**src/shared/tc_status_defines.svh**
```systemverilog
// Offsets, field positions, reset values and codes of the status bank
`ifndef TC_STATUS_DEFINES_SVH
`define TC_STATUS_DEFINES_SVH

`define CH_STATUS_OFFS     8'h00
`define ERR_STATUS_OFFS    8'h04
`define ERR_ENABLE_OFFS    8'h08
`define ERR_CLEAR_OFFS     8'h0C
`define ERR_DETAIL_OFFS    8'h10

`define ST_PROG_BUSY_BIT   0
`define ST_SRC_ACTIVE_BIT  1
`define ST_WR_PEND_BIT     2
`define ST_OCC_LSB         4
`define ST_ONE_BIT         8
`define ST_START_PTR_LSB   11

`define ERR_BUS_FAULT_BIT  0
`define ERR_REQ_CHECK_BIT  2
`define ERR_ADDR_BIT       3
`define ERR_IMPL_MASK      4'hD
`define ERR_RESET          4'h0
`define ERR_EN_RESET       4'h0

`define DET_TCC_LSB        8
`define DET_TCINTEN_BIT    16
`define DET_TCCHEN_BIT     17

`define RESP_OKAY          2'h0
`define RESP_SLVERR        2'h2

`define DEST_DEPTH_DEFAULT 4
`define CONST_ALIGN_BITS   5
`define PEND_CNT_W         4

`endif

```
**src/shared/tc_status_pkg.sv**
```systemverilog
// Types shared by the status and error register bank
package tc_status_pkg;

    // Transfer request as handed in by the channel controller
    typedef struct packed {
        logic        src_const;
        logic        dst_const;
        logic [31:0] src_addr;
        logic [31:0] dst_addr;
        logic [15:0] first_dim_count;
        logic [15:0] second_dim_count;
    } tr_req_t;

    // Status returned by the read or write side of the bus
    typedef struct packed {
        logic [3:0] stat;
        logic [5:0] tcc;
        logic       tcinten;
        logic       tcchen;
    } xfer_status_t;

    typedef enum logic {
        PROG_IDLE,
        PROG_HELD
    } prog_state_t;

endpackage

```
**src/design/dest_queue_tracker.sv**
```systemverilog
// Occupancy and head pointer of the destination request queue
`timescale 1ns/1ps
`default_nettype none

module dest_queue_tracker
    import tc_status_pkg::*;
#(
    parameter int DEPTH = 4
) (
    input  wire logic       core_clk,
    input  wire logic       rst_n,
    input  wire logic       push,
    input  wire logic       pop,
    output logic      [2:0] occupancy,
    output logic      [1:0] start_ptr,
    output logic            full,
    output logic            empty
);

    generate
        if (!(DEPTH == 2 || DEPTH == 4)) begin : g_bad_depth
            $error("dest_queue_tracker: DEPTH must be 2 or 4");
        end
    endgenerate

    localparam logic [2:0] DEPTH_C = 3'(DEPTH);
    localparam logic [1:0] LAST_C  = 2'(DEPTH - 1);

    logic [2:0] count_q;
    logic [2:0] count_d;
    logic [1:0] ptr_q;
    logic [1:0] ptr_d;
    wire        do_push = push && (count_q != DEPTH_C);
    wire        do_pop  = pop && (count_q != 3'h0);

    assign count_d = count_q + 3'(do_push) - 3'(do_pop);
    assign ptr_d   = !do_pop ? ptr_q : (ptr_q == LAST_C) ? 2'h0 : ptr_q + 2'h1;

    always_ff @(posedge core_clk) begin
        if (!rst_n) begin
            count_q <= 3'h0;
            ptr_q   <= 2'h0;
        end else begin
            count_q <= count_d;
            ptr_q   <= ptr_d;
        end
    end

    assign occupancy = count_q;
    assign start_ptr = ptr_q;
    assign full      = (count_q == DEPTH_C);
    assign empty     = (count_q == 3'h0);
endmodule // dest_queue_tracker

`default_nettype wire

```
**src/design/transfer_ctrl_status_error_regs.sv**
```systemverilog
// Status and error register bank of a transfer controller
//
// The implementer's own choices: the register addresses and register access over AXI4-Lite.
`timescale 1ns/1ps
`default_nettype none
`include "tc_status_defines.svh"

module transfer_ctrl_status_error_regs
    import tc_status_pkg::*;
#(
    parameter int ADDR_W                 = 8,
    parameter int dest_queue_depth_param = `DEST_DEPTH_DEFAULT
) (
    input  wire logic              core_clk,
    input  wire logic              rst_n,
    // AXI4-Lite register port
    input  wire logic              awvalid,
    output logic                   awready,
    input  wire logic [ADDR_W-1:0] awaddr,
    input  wire logic              wvalid,
    output logic                   wready,
    input  wire logic [31:0]       wdata,
    input  wire logic [3:0]        wstrb,
    output logic                   bvalid,
    input  wire logic              bready,
    output logic      [1:0]        bresp,
    input  wire logic              arvalid,
    output logic                   arready,
    input  wire logic [ADDR_W-1:0] araddr,
    output logic                   rvalid,
    input  wire logic              rready,
    output logic      [31:0]       rdata,
    output logic      [1:0]        rresp,
    // Channel controller side
    input  wire logic              tr_valid,
    input  wire tr_req_t           tr_req,
    output logic                   program_set_busy,
    // Data mover side
    output logic                   dest_admit,
    output tr_req_t                dest_tr,
    input  wire logic              head_complete,
    input  wire logic              source_engine_active,
    input  wire logic              wr_cmd_issued,
    input  wire logic              wr_resp_recv,
    input  wire logic              rd_status_valid,
    input  wire xfer_status_t      rd_status,
    input  wire logic              wr_status_valid,
    input  wire xfer_status_t      wr_status,
    output logic                   error_irq
);

    generate
        if (ADDR_W < 8 || ADDR_W > 32) begin : g_bad_addr
            $error("ADDR_W must lie between 8 and 32");
        end
    endgenerate

    // ---------------- Program set and destination queue ----------------
    prog_state_t prog_q;
    prog_state_t prog_d;
    tr_req_t     hold_q;
    logic [2:0]  dest_queue_occupancy;
    logic [1:0]  q_start_ptr;
    logic        q_full;
    logic        q_empty;

    localparam logic [`CONST_ALIGN_BITS-1:0] ALIGN_ZERO = '0;

    wire src_misalign = tr_req.src_const &&
        (tr_req.src_addr[`CONST_ALIGN_BITS-1:0] != ALIGN_ZERO);
    wire dst_misalign = tr_req.dst_const &&
        (tr_req.dst_addr[`CONST_ALIGN_BITS-1:0] != ALIGN_ZERO);
    wire zero_count   = (tr_req.first_dim_count == 16'h0000) ||
                        (tr_req.second_dim_count == 16'h0000);
    // Writes while busy are ignored; the controller must wait
    wire tr_take      = tr_valid && (prog_q == PROG_IDLE);
    wire req_bad      = src_misalign || dst_misalign || zero_count;
    wire req_err_ev   = tr_take && req_bad;

    wire can_admit    = q_empty || (!q_full && !source_engine_active);
    assign dest_admit = (prog_q == PROG_HELD) && can_admit;

    always_comb begin
        prog_d = prog_q;
        unique case (prog_q)
            PROG_IDLE: begin
                if (tr_take && !req_bad) begin
                    prog_d = PROG_HELD;
                end
            end
            PROG_HELD: begin
                if (can_admit) begin
                    prog_d = PROG_IDLE;
                end
            end
        endcase
    end

    always_ff @(posedge core_clk) begin
        if (!rst_n) begin
            prog_q <= PROG_IDLE;
            hold_q <= '0;
        end else begin
            prog_q <= prog_d;
            if (tr_take && !req_bad) begin
                hold_q <= tr_req;
            end
        end
    end

    assign dest_tr          = hold_q;
    // busy while a request is held
    assign program_set_busy = (prog_q == PROG_HELD);

    dest_queue_tracker #(
        .DEPTH (dest_queue_depth_param)
    ) u_dest_queue (
        .core_clk  (core_clk),
        .rst_n     (rst_n),
        .push      (dest_admit),
        .pop       (head_complete),
        .occupancy (dest_queue_occupancy),
        .start_ptr (q_start_ptr),
        .full      (q_full),
        .empty     (q_empty)
    );

    // ---------------- Outstanding write responses ----------------
    logic [`PEND_CNT_W-1:0] pend_q;
    logic                   write_response_pending;

    always_ff @(posedge core_clk) begin
        if (!rst_n) begin
            pend_q <= '0;
        end else begin
            pend_q <= pend_q + `PEND_CNT_W'(wr_cmd_issued)
                             - `PEND_CNT_W'(wr_resp_recv);
        end
    end

    assign write_response_pending = (pend_q != '0);

    // ---------------- AXI4-Lite slave ----------------
    logic              aw_held_q;
    logic              w_held_q;
    logic [ADDR_W-1:0] aw_addr_q;
    logic [31:0]       w_data_q;
    logic              w_lane0_q;
    logic              bvalid_q;
    logic [1:0]        bresp_q;
    logic              rvalid_q;
    logic [31:0]       rdata_q;
    logic [1:0]        rresp_q;
    logic [31:0]       rd_word;

    function automatic logic is_reg(input logic [ADDR_W-1:0] a,
                                    input logic [7:0] offs);
        return a == ADDR_W'(offs);
    endfunction

    assign awready = !aw_held_q && !bvalid_q;
    assign wready  = !w_held_q && !bvalid_q;
    assign arready = !rvalid_q;
    wire aw_take   = awvalid && awready;
    wire w_take    = wvalid && wready;
    wire ar_take   = arvalid && arready;
    // Address and data may arrive in either order
    wire wr_go     = aw_held_q && w_held_q;

    wire wr_stat   = is_reg(aw_addr_q, `CH_STATUS_OFFS);
    wire wr_err    = is_reg(aw_addr_q, `ERR_STATUS_OFFS);
    wire wr_en     = is_reg(aw_addr_q, `ERR_ENABLE_OFFS);
    wire wr_clr    = is_reg(aw_addr_q, `ERR_CLEAR_OFFS);
    wire wr_det    = is_reg(aw_addr_q, `ERR_DETAIL_OFFS);
    wire wr_hit    = wr_stat || wr_err || wr_en || wr_clr || wr_det;
    wire rd_stat   = is_reg(araddr, `CH_STATUS_OFFS);
    wire rd_err    = is_reg(araddr, `ERR_STATUS_OFFS);
    wire rd_en     = is_reg(araddr, `ERR_ENABLE_OFFS);
    wire rd_clr    = is_reg(araddr, `ERR_CLEAR_OFFS);
    wire rd_det    = is_reg(araddr, `ERR_DETAIL_OFFS);
    wire rd_hit    = rd_stat || rd_err || rd_en || rd_clr || rd_det;

    always_ff @(posedge core_clk) begin
        if (!rst_n) begin
            aw_held_q <= 1'b0;
            w_held_q  <= 1'b0;
            aw_addr_q <= '0;
            w_data_q  <= 32'h0000_0000;
            w_lane0_q <= 1'b0;
            bvalid_q  <= 1'b0;
            bresp_q   <= `RESP_OKAY;
        end else begin
            if (aw_take) begin
                aw_held_q <= 1'b1;
                aw_addr_q <= awaddr;
            end else if (wr_go) begin
                aw_held_q <= 1'b0;
            end
            if (w_take) begin
                w_held_q  <= 1'b1;
                w_data_q  <= wdata;
                w_lane0_q <= wstrb[0];
            end else if (wr_go) begin
                w_held_q <= 1'b0;
            end
            if (wr_go) begin
                bvalid_q <= 1'b1;
                bresp_q  <= wr_hit ? `RESP_OKAY : `RESP_SLVERR;
            end else if (bready) begin
                bvalid_q <= 1'b0;
            end
        end
    end

    assign bvalid = bvalid_q;
    assign bresp  = bresp_q;

    // ---------------- Error status, enable, detail ----------------
    logic [3:0]   err_q;
    logic [3:0]   err_d;
    logic [3:0]   en_q;
    xfer_status_t det_q;
    logic [3:0]   clr_vec;
    logic [3:0]   set_vec;

    wire addr_err_ev = (wr_go && !wr_hit) || (ar_take && !rd_hit);
    // write status wins when both report
    wire wr_bad      = wr_status_valid && (wr_status.stat != 4'h0);
    wire rd_bad      = rd_status_valid && (rd_status.stat != 4'h0);
    wire bus_ev      = wr_bad || rd_bad;
    wire xfer_status_t bus_info = wr_bad ? wr_status : rd_status;

    // Only the low byte lane holds the writable enable and clear bits
    wire wr_lane0 = wr_go && w_lane0_q;
    assign clr_vec = (wr_lane0 && wr_clr) ?
                     (w_data_q[3:0] & `ERR_IMPL_MASK) : 4'h0;
    assign set_vec = {addr_err_ev, req_err_ev, 1'b0, bus_ev};
    // a new event wins over a clear
    assign err_d   = (err_q & ~clr_vec) | set_vec;

    always_ff @(posedge core_clk) begin
        if (!rst_n) begin
            err_q <= `ERR_RESET;
            en_q  <= `ERR_EN_RESET;
            det_q <= '0;
        end else begin
            err_q <= err_d;
            if (wr_lane0 && wr_en) begin
                en_q <= w_data_q[3:0];
            end
            if (bus_ev) begin
                det_q <= bus_info;
            end else if (clr_vec[`ERR_BUS_FAULT_BIT]) begin
                det_q <= '0;
            end
        end
    end

    assign error_irq = |(err_q & en_q & `ERR_IMPL_MASK);

    // ---------------- Read data ----------------
    logic [31:0] stat_word;
    logic [31:0] det_word;

    always_comb begin
        stat_word = 32'h0000_0000;
        stat_word[`ST_PROG_BUSY_BIT]  = program_set_busy;
        stat_word[`ST_SRC_ACTIVE_BIT] = source_engine_active;
        stat_word[`ST_WR_PEND_BIT]    = write_response_pending;
        stat_word[`ST_OCC_LSB +: 3]   = dest_queue_occupancy;
        stat_word[`ST_ONE_BIT]        = 1'b1;
        stat_word[`ST_START_PTR_LSB +: 2] = q_start_ptr;
        det_word = 32'h0000_0000;
        det_word[3:0]                 = det_q.stat;
        det_word[`DET_TCC_LSB +: 6]   = det_q.tcc;
        det_word[`DET_TCINTEN_BIT]    = det_q.tcinten;
        det_word[`DET_TCCHEN_BIT]     = det_q.tcchen;
    end

    assign rd_word = rd_stat ? stat_word :
                     rd_err  ? {28'h0, err_q} :
                     rd_en   ? {28'h0, en_q} :
                     rd_det  ? det_word : 32'h0000_0000;

    always_ff @(posedge core_clk) begin
        if (!rst_n) begin
            rvalid_q <= 1'b0;
            rdata_q  <= 32'h0000_0000;
            rresp_q  <= `RESP_OKAY;
        end else if (ar_take) begin
            rvalid_q <= 1'b1;
            rdata_q  <= rd_word;
            rresp_q  <= rd_hit ? `RESP_OKAY : `RESP_SLVERR;
        end else if (rready) begin
            rvalid_q <= 1'b0;
        end
    end

    assign rvalid = rvalid_q;
    assign rdata  = rdata_q;
    assign rresp  = rresp_q;
endmodule // transfer_ctrl_status_error_regs

`default_nettype wire

```
**config.mk**
```make
export PLATFORM = sky130hd
export DESIGN_NAME = transfer_ctrl_status_error_regs
export DESIGN_NICKNAME = d
export VERILOG_FILES = /design/src/shared/tc_status_pkg.sv /design/src/design/dest_queue_tracker.sv /design/src/design/transfer_ctrl_status_error_regs.sv
export VERILOG_INCLUDE_DIRS = /design/src /design/src/shared
export SDC_FILE = /design/constraint.sdc
export NUM_CORES = 1
export LEC_CHECK = 0
export ABC_AREA = 1
export CORE_MARGIN = 5
export CORE_UTILIZATION = 45
export CTS_BUF_LIST = sky130_fd_sc_hd__clkbuf_8 sky130_fd_sc_hd__clkbuf_16
export CTS_CLUSTER_SIZE = 10
export DETAILED_ROUTE_END_ITERATION = 8
export DONT_BUFFER_PORTS = 1
export PLACE_DENSITY = 0.6
export SLEW_MARGIN = 10
export SYNTH_ARGS = -nofsm -noshare
export SYNTH_HDL_FRONTEND = slang
export SYNTH_SLANG_ARGS = --single-unit
```
**constraint.sdc**
```tcl
create_clock -name core_clk -period 2.38 [get_ports core_clk]
set_input_delay 0.357 -clock core_clk [delete_from_list [all_inputs] [get_ports core_clk]]
set_output_delay 0.357 -clock core_clk [all_outputs]
set_load 0.03 [all_outputs]
```
; Word level (Yosys, flattened, before mapping)
; Index checks and enable logic that the tools add are counted.
[classes]
n_addsub = 5
muxes = 21
bitwise_logic = 5
n_eq_ne = 11
reduce_logical = 62
[op_table]
columns = cell, n
row1 = $mux 18, 4
row2 = $mux 12, 3
row3 = $eq 8x4->1 const B, 4
row4 = $logic_not 16->1, 2
row5 = $logic_and 1x1->1, 22
row6 = $eq 8x3->1 const B, 2
row7 = $eq 8x5->1 const B, 2
row8 = $logic_not 8->1, 2
row9 = $logic_or 1x1->1, 14
row10 = $reduce_bool 4->1, 3
row11 = $reduce_bool 2->1, 5
row12 = $reduce_bool 5->1, 2
row13 = $logic_not 1->1, 9
row14 = $mux 1, 9
row15 = $and 4x4->4, 2
row16 = $mux 2, 3
row17 = $add 4x1->4, 1
row18 = $mux 4, 1
row19 = $not 4->4, 1
row20 = $or 4x4->4, 1
row21 = $sub 4x1->4, 1
row22 = $add 3x1->3, 1
row23 = $eq 3x3->1 const B, 1
row24 = $logic_not 3->1, 1
row25 = other kinds (8), 8
[totals]
regBits = 181

; Logic depth before layout (Yosys ltp)
[logic_depth]
ltp_word = 9
depth_mapped = 11
depth_no_buf = 10

; Cells and area by module
; From an unflattened synthesis, not the netlist that was laid out.
[hier_totals]
cells_unflattened = 1101
area_unflattened_um2 = 7507.2
[by_module_without_submodules]
columns = mod, area_per_inst_um2, n_inst, cells_each
row1 = transfer_ctrl_status_error_regs, 7209.4, 1, 1061
row2 = dest_queue_tracker, 297.8, 1, 40

; Worst setup path after synthesis
; Ideal clock, no wire load.
[synth_path]
path_type = register -> register
startpoint = reg u_dest_queue.count_q[1], in the netlist u_dest_queue.occupancy[1]
endpoint = reg u_dest_queue.count_q[2], in the netlist u_dest_queue.occupancy[2]
path_stages_with_launch = 11
slack_ps = 300
t_required_ps = 2309
arrival_time_ps = 2009
synth_period_minus_slack_ps = 2080
path_buffers = 0
cell_sequence = dfxtp_1 nor2_1 inv_1 o21ai_0 inv_1 ha_1 inv_1 ha_1 fa_1 or2_2 a21oi_1
[synth_between]
elab_cells_between_ends = 12
[synth_rtl]
columns = element, line_no
row1 = from (decl), dest_queue_tracker.sv:29  ; logic [2:0] count_q;
row2 = from (signal assigned), dest_queue_tracker.sv:44  ; count_q <= count_d;
row3 = $reduce_bool 3->1, dest_queue_tracker.sv:34  ; wire do_pop = pop && (count_q != 3'h0);
row4 = $logic_and 1x1->1, dest_queue_tracker.sv:34
row5 = via u_dest_queue.do_pop, dest_queue_tracker.sv:34
row6 = $sub 3x1->3, dest_queue_tracker.sv:36  ; assign count_d = count_q + 3'(do_push) - 3'(do_pop);
; The timed path passes the listed nets, and every way through them passes these cells.
; A chain may end at the register's enable or synchronous reset.

; Worst setup path in the final report
; Ends and elaborated chain as after synthesis.

==> summary.md <==
| Metric | Value |
|---|---|
| Fin crit period | `roughly 2.2 ns` |
| Syn Inst Count | `1111` |
| Core Util, Final | `between 40% and 50%` |
| Initial core utilization | `around 46%` |
| Worst rel slew slack | `roughly 30%` |
| Area of the multi-input gates | `about 3300 um^2` |
| Status | `complete, no violations` |
| Die extent in x | `approximately 140 um` |
| Leakage | `3.757 nW` |
| WP data required | `between 2 and 3 ns` |
| Clock root cell | `clkbuf_16` |
| Clk sinks | `around 160` |
| Die area | `roughly 19000 um^2` |
| Largest family of logic cells by synthesized area | `simple AND/OR/NAND/NOR gates` |
| Core area | `16470 um^2` |
| Congestion Overflow GR | `0` |
| Distinct cell type count after synthesis | `30` |
| TritonCTS Buffers | `17` |
| TritonCTS clock tree | `yes` |
| Cell area power density | `roughly 850 nW/um^2` |
| Die height | `around 140 um` |
| Clk_lat worst skew | `between 0.4 and 0.5 ns` |
| RSZ-0062 raised after global routing | `false` |
| Fraction of layout instances using a drive strength above 1 | `between 4 and 5%` |
| ANT cells | `0` |
| Worst vdd ir | `between 0.5 and 0.6 mV` |
| Dpl cells | `1275` |
| Commonest cells after routing, fill and taps aside | `nand2_1 (181), nor2_1 (164), dfxtp_1 (161), inv_1 (154), a21oi_1 (148)` |
| Critical path peak fanout | `4` |
| Final setup viols | `0` |
| Initial drt markers | `308` |
| Layout Nets | `around 1300` |
| Hold-fix buffers at CTS | `0` |
| Vias | `roughly 6400` |
| GRT Total Usage | `a little under a fifth` |
| WHS | `between 0.07 and 0.08 ns` |
| Max-cap check violation count | `0` |
| Final HPWL DP | `13710 um` |
| Pre-CTS setup slack | `around 0.13 ns` |
| WP data arrival | `between 2 and 3 ns` |
| Initial antenna violation count | `0` |
| Rows | `47` |
| Clock Skew | `about 0.008 ns` |
| Port bufs | `0` |
| Fmax | `452.4 MHz` |
| Complex-gate fraction of the synthesized area | `14.03%` |
| DR pass1 iterations | `4` |
| Slack of the critical path | `between 0.15 and 0.2 ns` |
| Routability cong. | `0.8273` |
| Final period util | `a little over 90%` |
| Top Ports | `330` |
| Mux contribution to synthesized area | `0%` |
| Filler instances | `approximately 1700` |
| Final Max Slew Viols | `0` |
| Mapped cell area | `between 7000 and 8000 um^2` |
| YS warnings | `0` |
| Vias in the first global route | `roughly 5700` |
| Worst Path Class, Setup | `reg2reg` |
| Post-synthesis adder-cell area fraction | `roughly 1.9%` |
| Routed WL per cell | `between 10 and 15 um` |
| Worst slew pin tran | `roughly 1.0 ns` |
| Post-synthesis sequential area ratio | `a little over two fifths` |
| CTS HTree Levels | `4` |
| Setup TNS | `0 ns` |
| Register area | `around 3200 um^2` |
| Post-DRT Antenna Nets | `0` |
| XOR/XNOR Fraction of Synth Area | `less than 1%` |
| CP Capture Type | `flop` |
| Final hold viol count | `0` |
| Clock Path Buffers | `2` |
| Post-Synth Simple-Gate Area | `between 20% and 30%` |
| Worst Hold Class | `in2reg` |
| Non-filler cells, final | `~1300` |
| DRC | `0` |
| CP Launch Type | `flop` |
| Total Wirelength | `19210 um` |
| FF+latch count, synth | `161` |
| Most common cell after layout, fill and taps aside | `nand2_1` |
| Area delta synth->final | `8.665%` |
| Syn Area/Cell | `6.758 um^2` |
| Clk slew on worst S/H paths | `approximately 0.06 ns` |
| Vias per cell | `a little under 5` |
| First-pass GRT wire length | `a little over 30000 um` |
| Largest net degree at the start of global routing | `~130` |
==> state kept, by name, summed over array words and instances, names as in the netlist, 2 cells and up <==
signal                  count
dest_tr                    98
rdata                      15
det_q                      12
aw_addr_q                   8
en_q                        4
pend_q                      4
w_data_q                    4
err_q                       3
u_dest_queue.occupancy      3
u_dest_queue.start_ptr      2
==> layer usage <==
| metal | vias to the layer above | global-route usage [%] | routed length, um |
|---|---|---|---|
| li1 | 3402 | - | - |
| met1 | 2789 | 22.44 | 8031 |
| met2 | 205 | 31.65 | 9144 |
| met3 | 13 | 8.483 | 1862 |
| met4 | 0 | 5.355 | 174 |
| met5 | - | 0 | 0 |
==> metrics by stage <==
stage | cell area [um^2] | total power, W
finish | 8159 | 0.006941
detailed placement | 7564 | 0.004251
global route | 8159 | 0.007316
floorplan | 7576 | 0.004095
global placement | 7564 | 0.004227
CTS | 8157 | 0.006999
==> cells in the mapped netlist, drive strengths merged <==
| cell | number | share of area [%] |
|---|---|---|
| a21oi | 148 | 9.9 |
| a31oi | 2 | 0.17 |
| buf | 57 | 4.5 |
| clkbuf | 30 | 1.5 |
| clkinv | 1 | 0.050 |
| conb | 1 | 0.050 |
| dfxtp | 161 | 43 |
| fa | 2 | 0.53 |
| ha | 8 | 1.3 |
| inv | 155 | 7.7 |
| nand2 | 181 | 9.0 |
| nand3 | 127 | 8.5 |
| nand4 | 5 | 0.42 |
| nor2 | 167 | 8.5 |
| nor3 | 5 | 0.40 |
| nor4 | 1 | 0.17 |
| o211a | 1 | 0.13 |
| o211ai | 3 | 0.30 |
| o21a | 1 | 0.10 |
| o21ai | 52 | 3.5 |
| or2 | 1 | 0.083 |
| xor2 | 2 | 0.23 |
==> cell families (layout without fill, tap and decap cells) <==
family | Yosys count | count (layout)
simple gates | 487 | 487
buf+inv | 243 | 201
compound gates | 207 | 207
flops | 161 | 161
fa+ha+maj | 10 | 10
xor+xnor | 2 | 2
other cells | 1 | 19
==> cell type report <==
class | count | area share [%]
inverters | 156 | 7.177
clock inverters | 14 | 1.886
clock buffers | 18 | 5.383
well taps | 220 | 3.374
multi-input cells | 725 | 40.71
flip-flops and latches | 161 | 39.50
repair buffers | 13 | 1.963
==> worst paths after layout <==
| path | end | startpoint | depth (start not counted) | slack [ns] |
|---|---|---|---|---|
| worst min register to register | en_q[1] | en_q[1] | 2 | 0.46 |
| worst max-delay path | u_dest_queue.occupancy[2] | u_dest_queue.occupancy[1] | 10 | 0.17 |
| worst min-delay path | w_data_q[2] | rst_n | 2 | 0.07 |
| worst max register to register | u_dest_queue.occupancy[2] | u_dest_queue.occupancy[1] | 10 | 0.17 |
==> what timing repair did <==
item | in CTS | in global routing
resized for setup | 0 | 2
setup buffers | 0 | 0
setup endpoints to repair | 0 | 1
==> where the power goes <==
part	total, W	internal (W)	switching, W	leakage [nW]
registers	0.00326	0.00290	0.000356	1.32
logic	0.000944	0.000343	0.000601	2.15
clock network	0.00274	0.00159	0.00115	0.284
==> worst max-delay path: stages (launching register included) <==
cell and delay (ns):
dfxtp_1 0.35, nor2_2 0.13, inv_1 0.07, o21ai_1 0.14, inv_1 0.10, ha_1 0.28
inv_1 0.05, ha_1 0.20, fa_1 0.38, or2_2 0.30, a21oi_1 0.11
(Power assumes the default switching activity.)
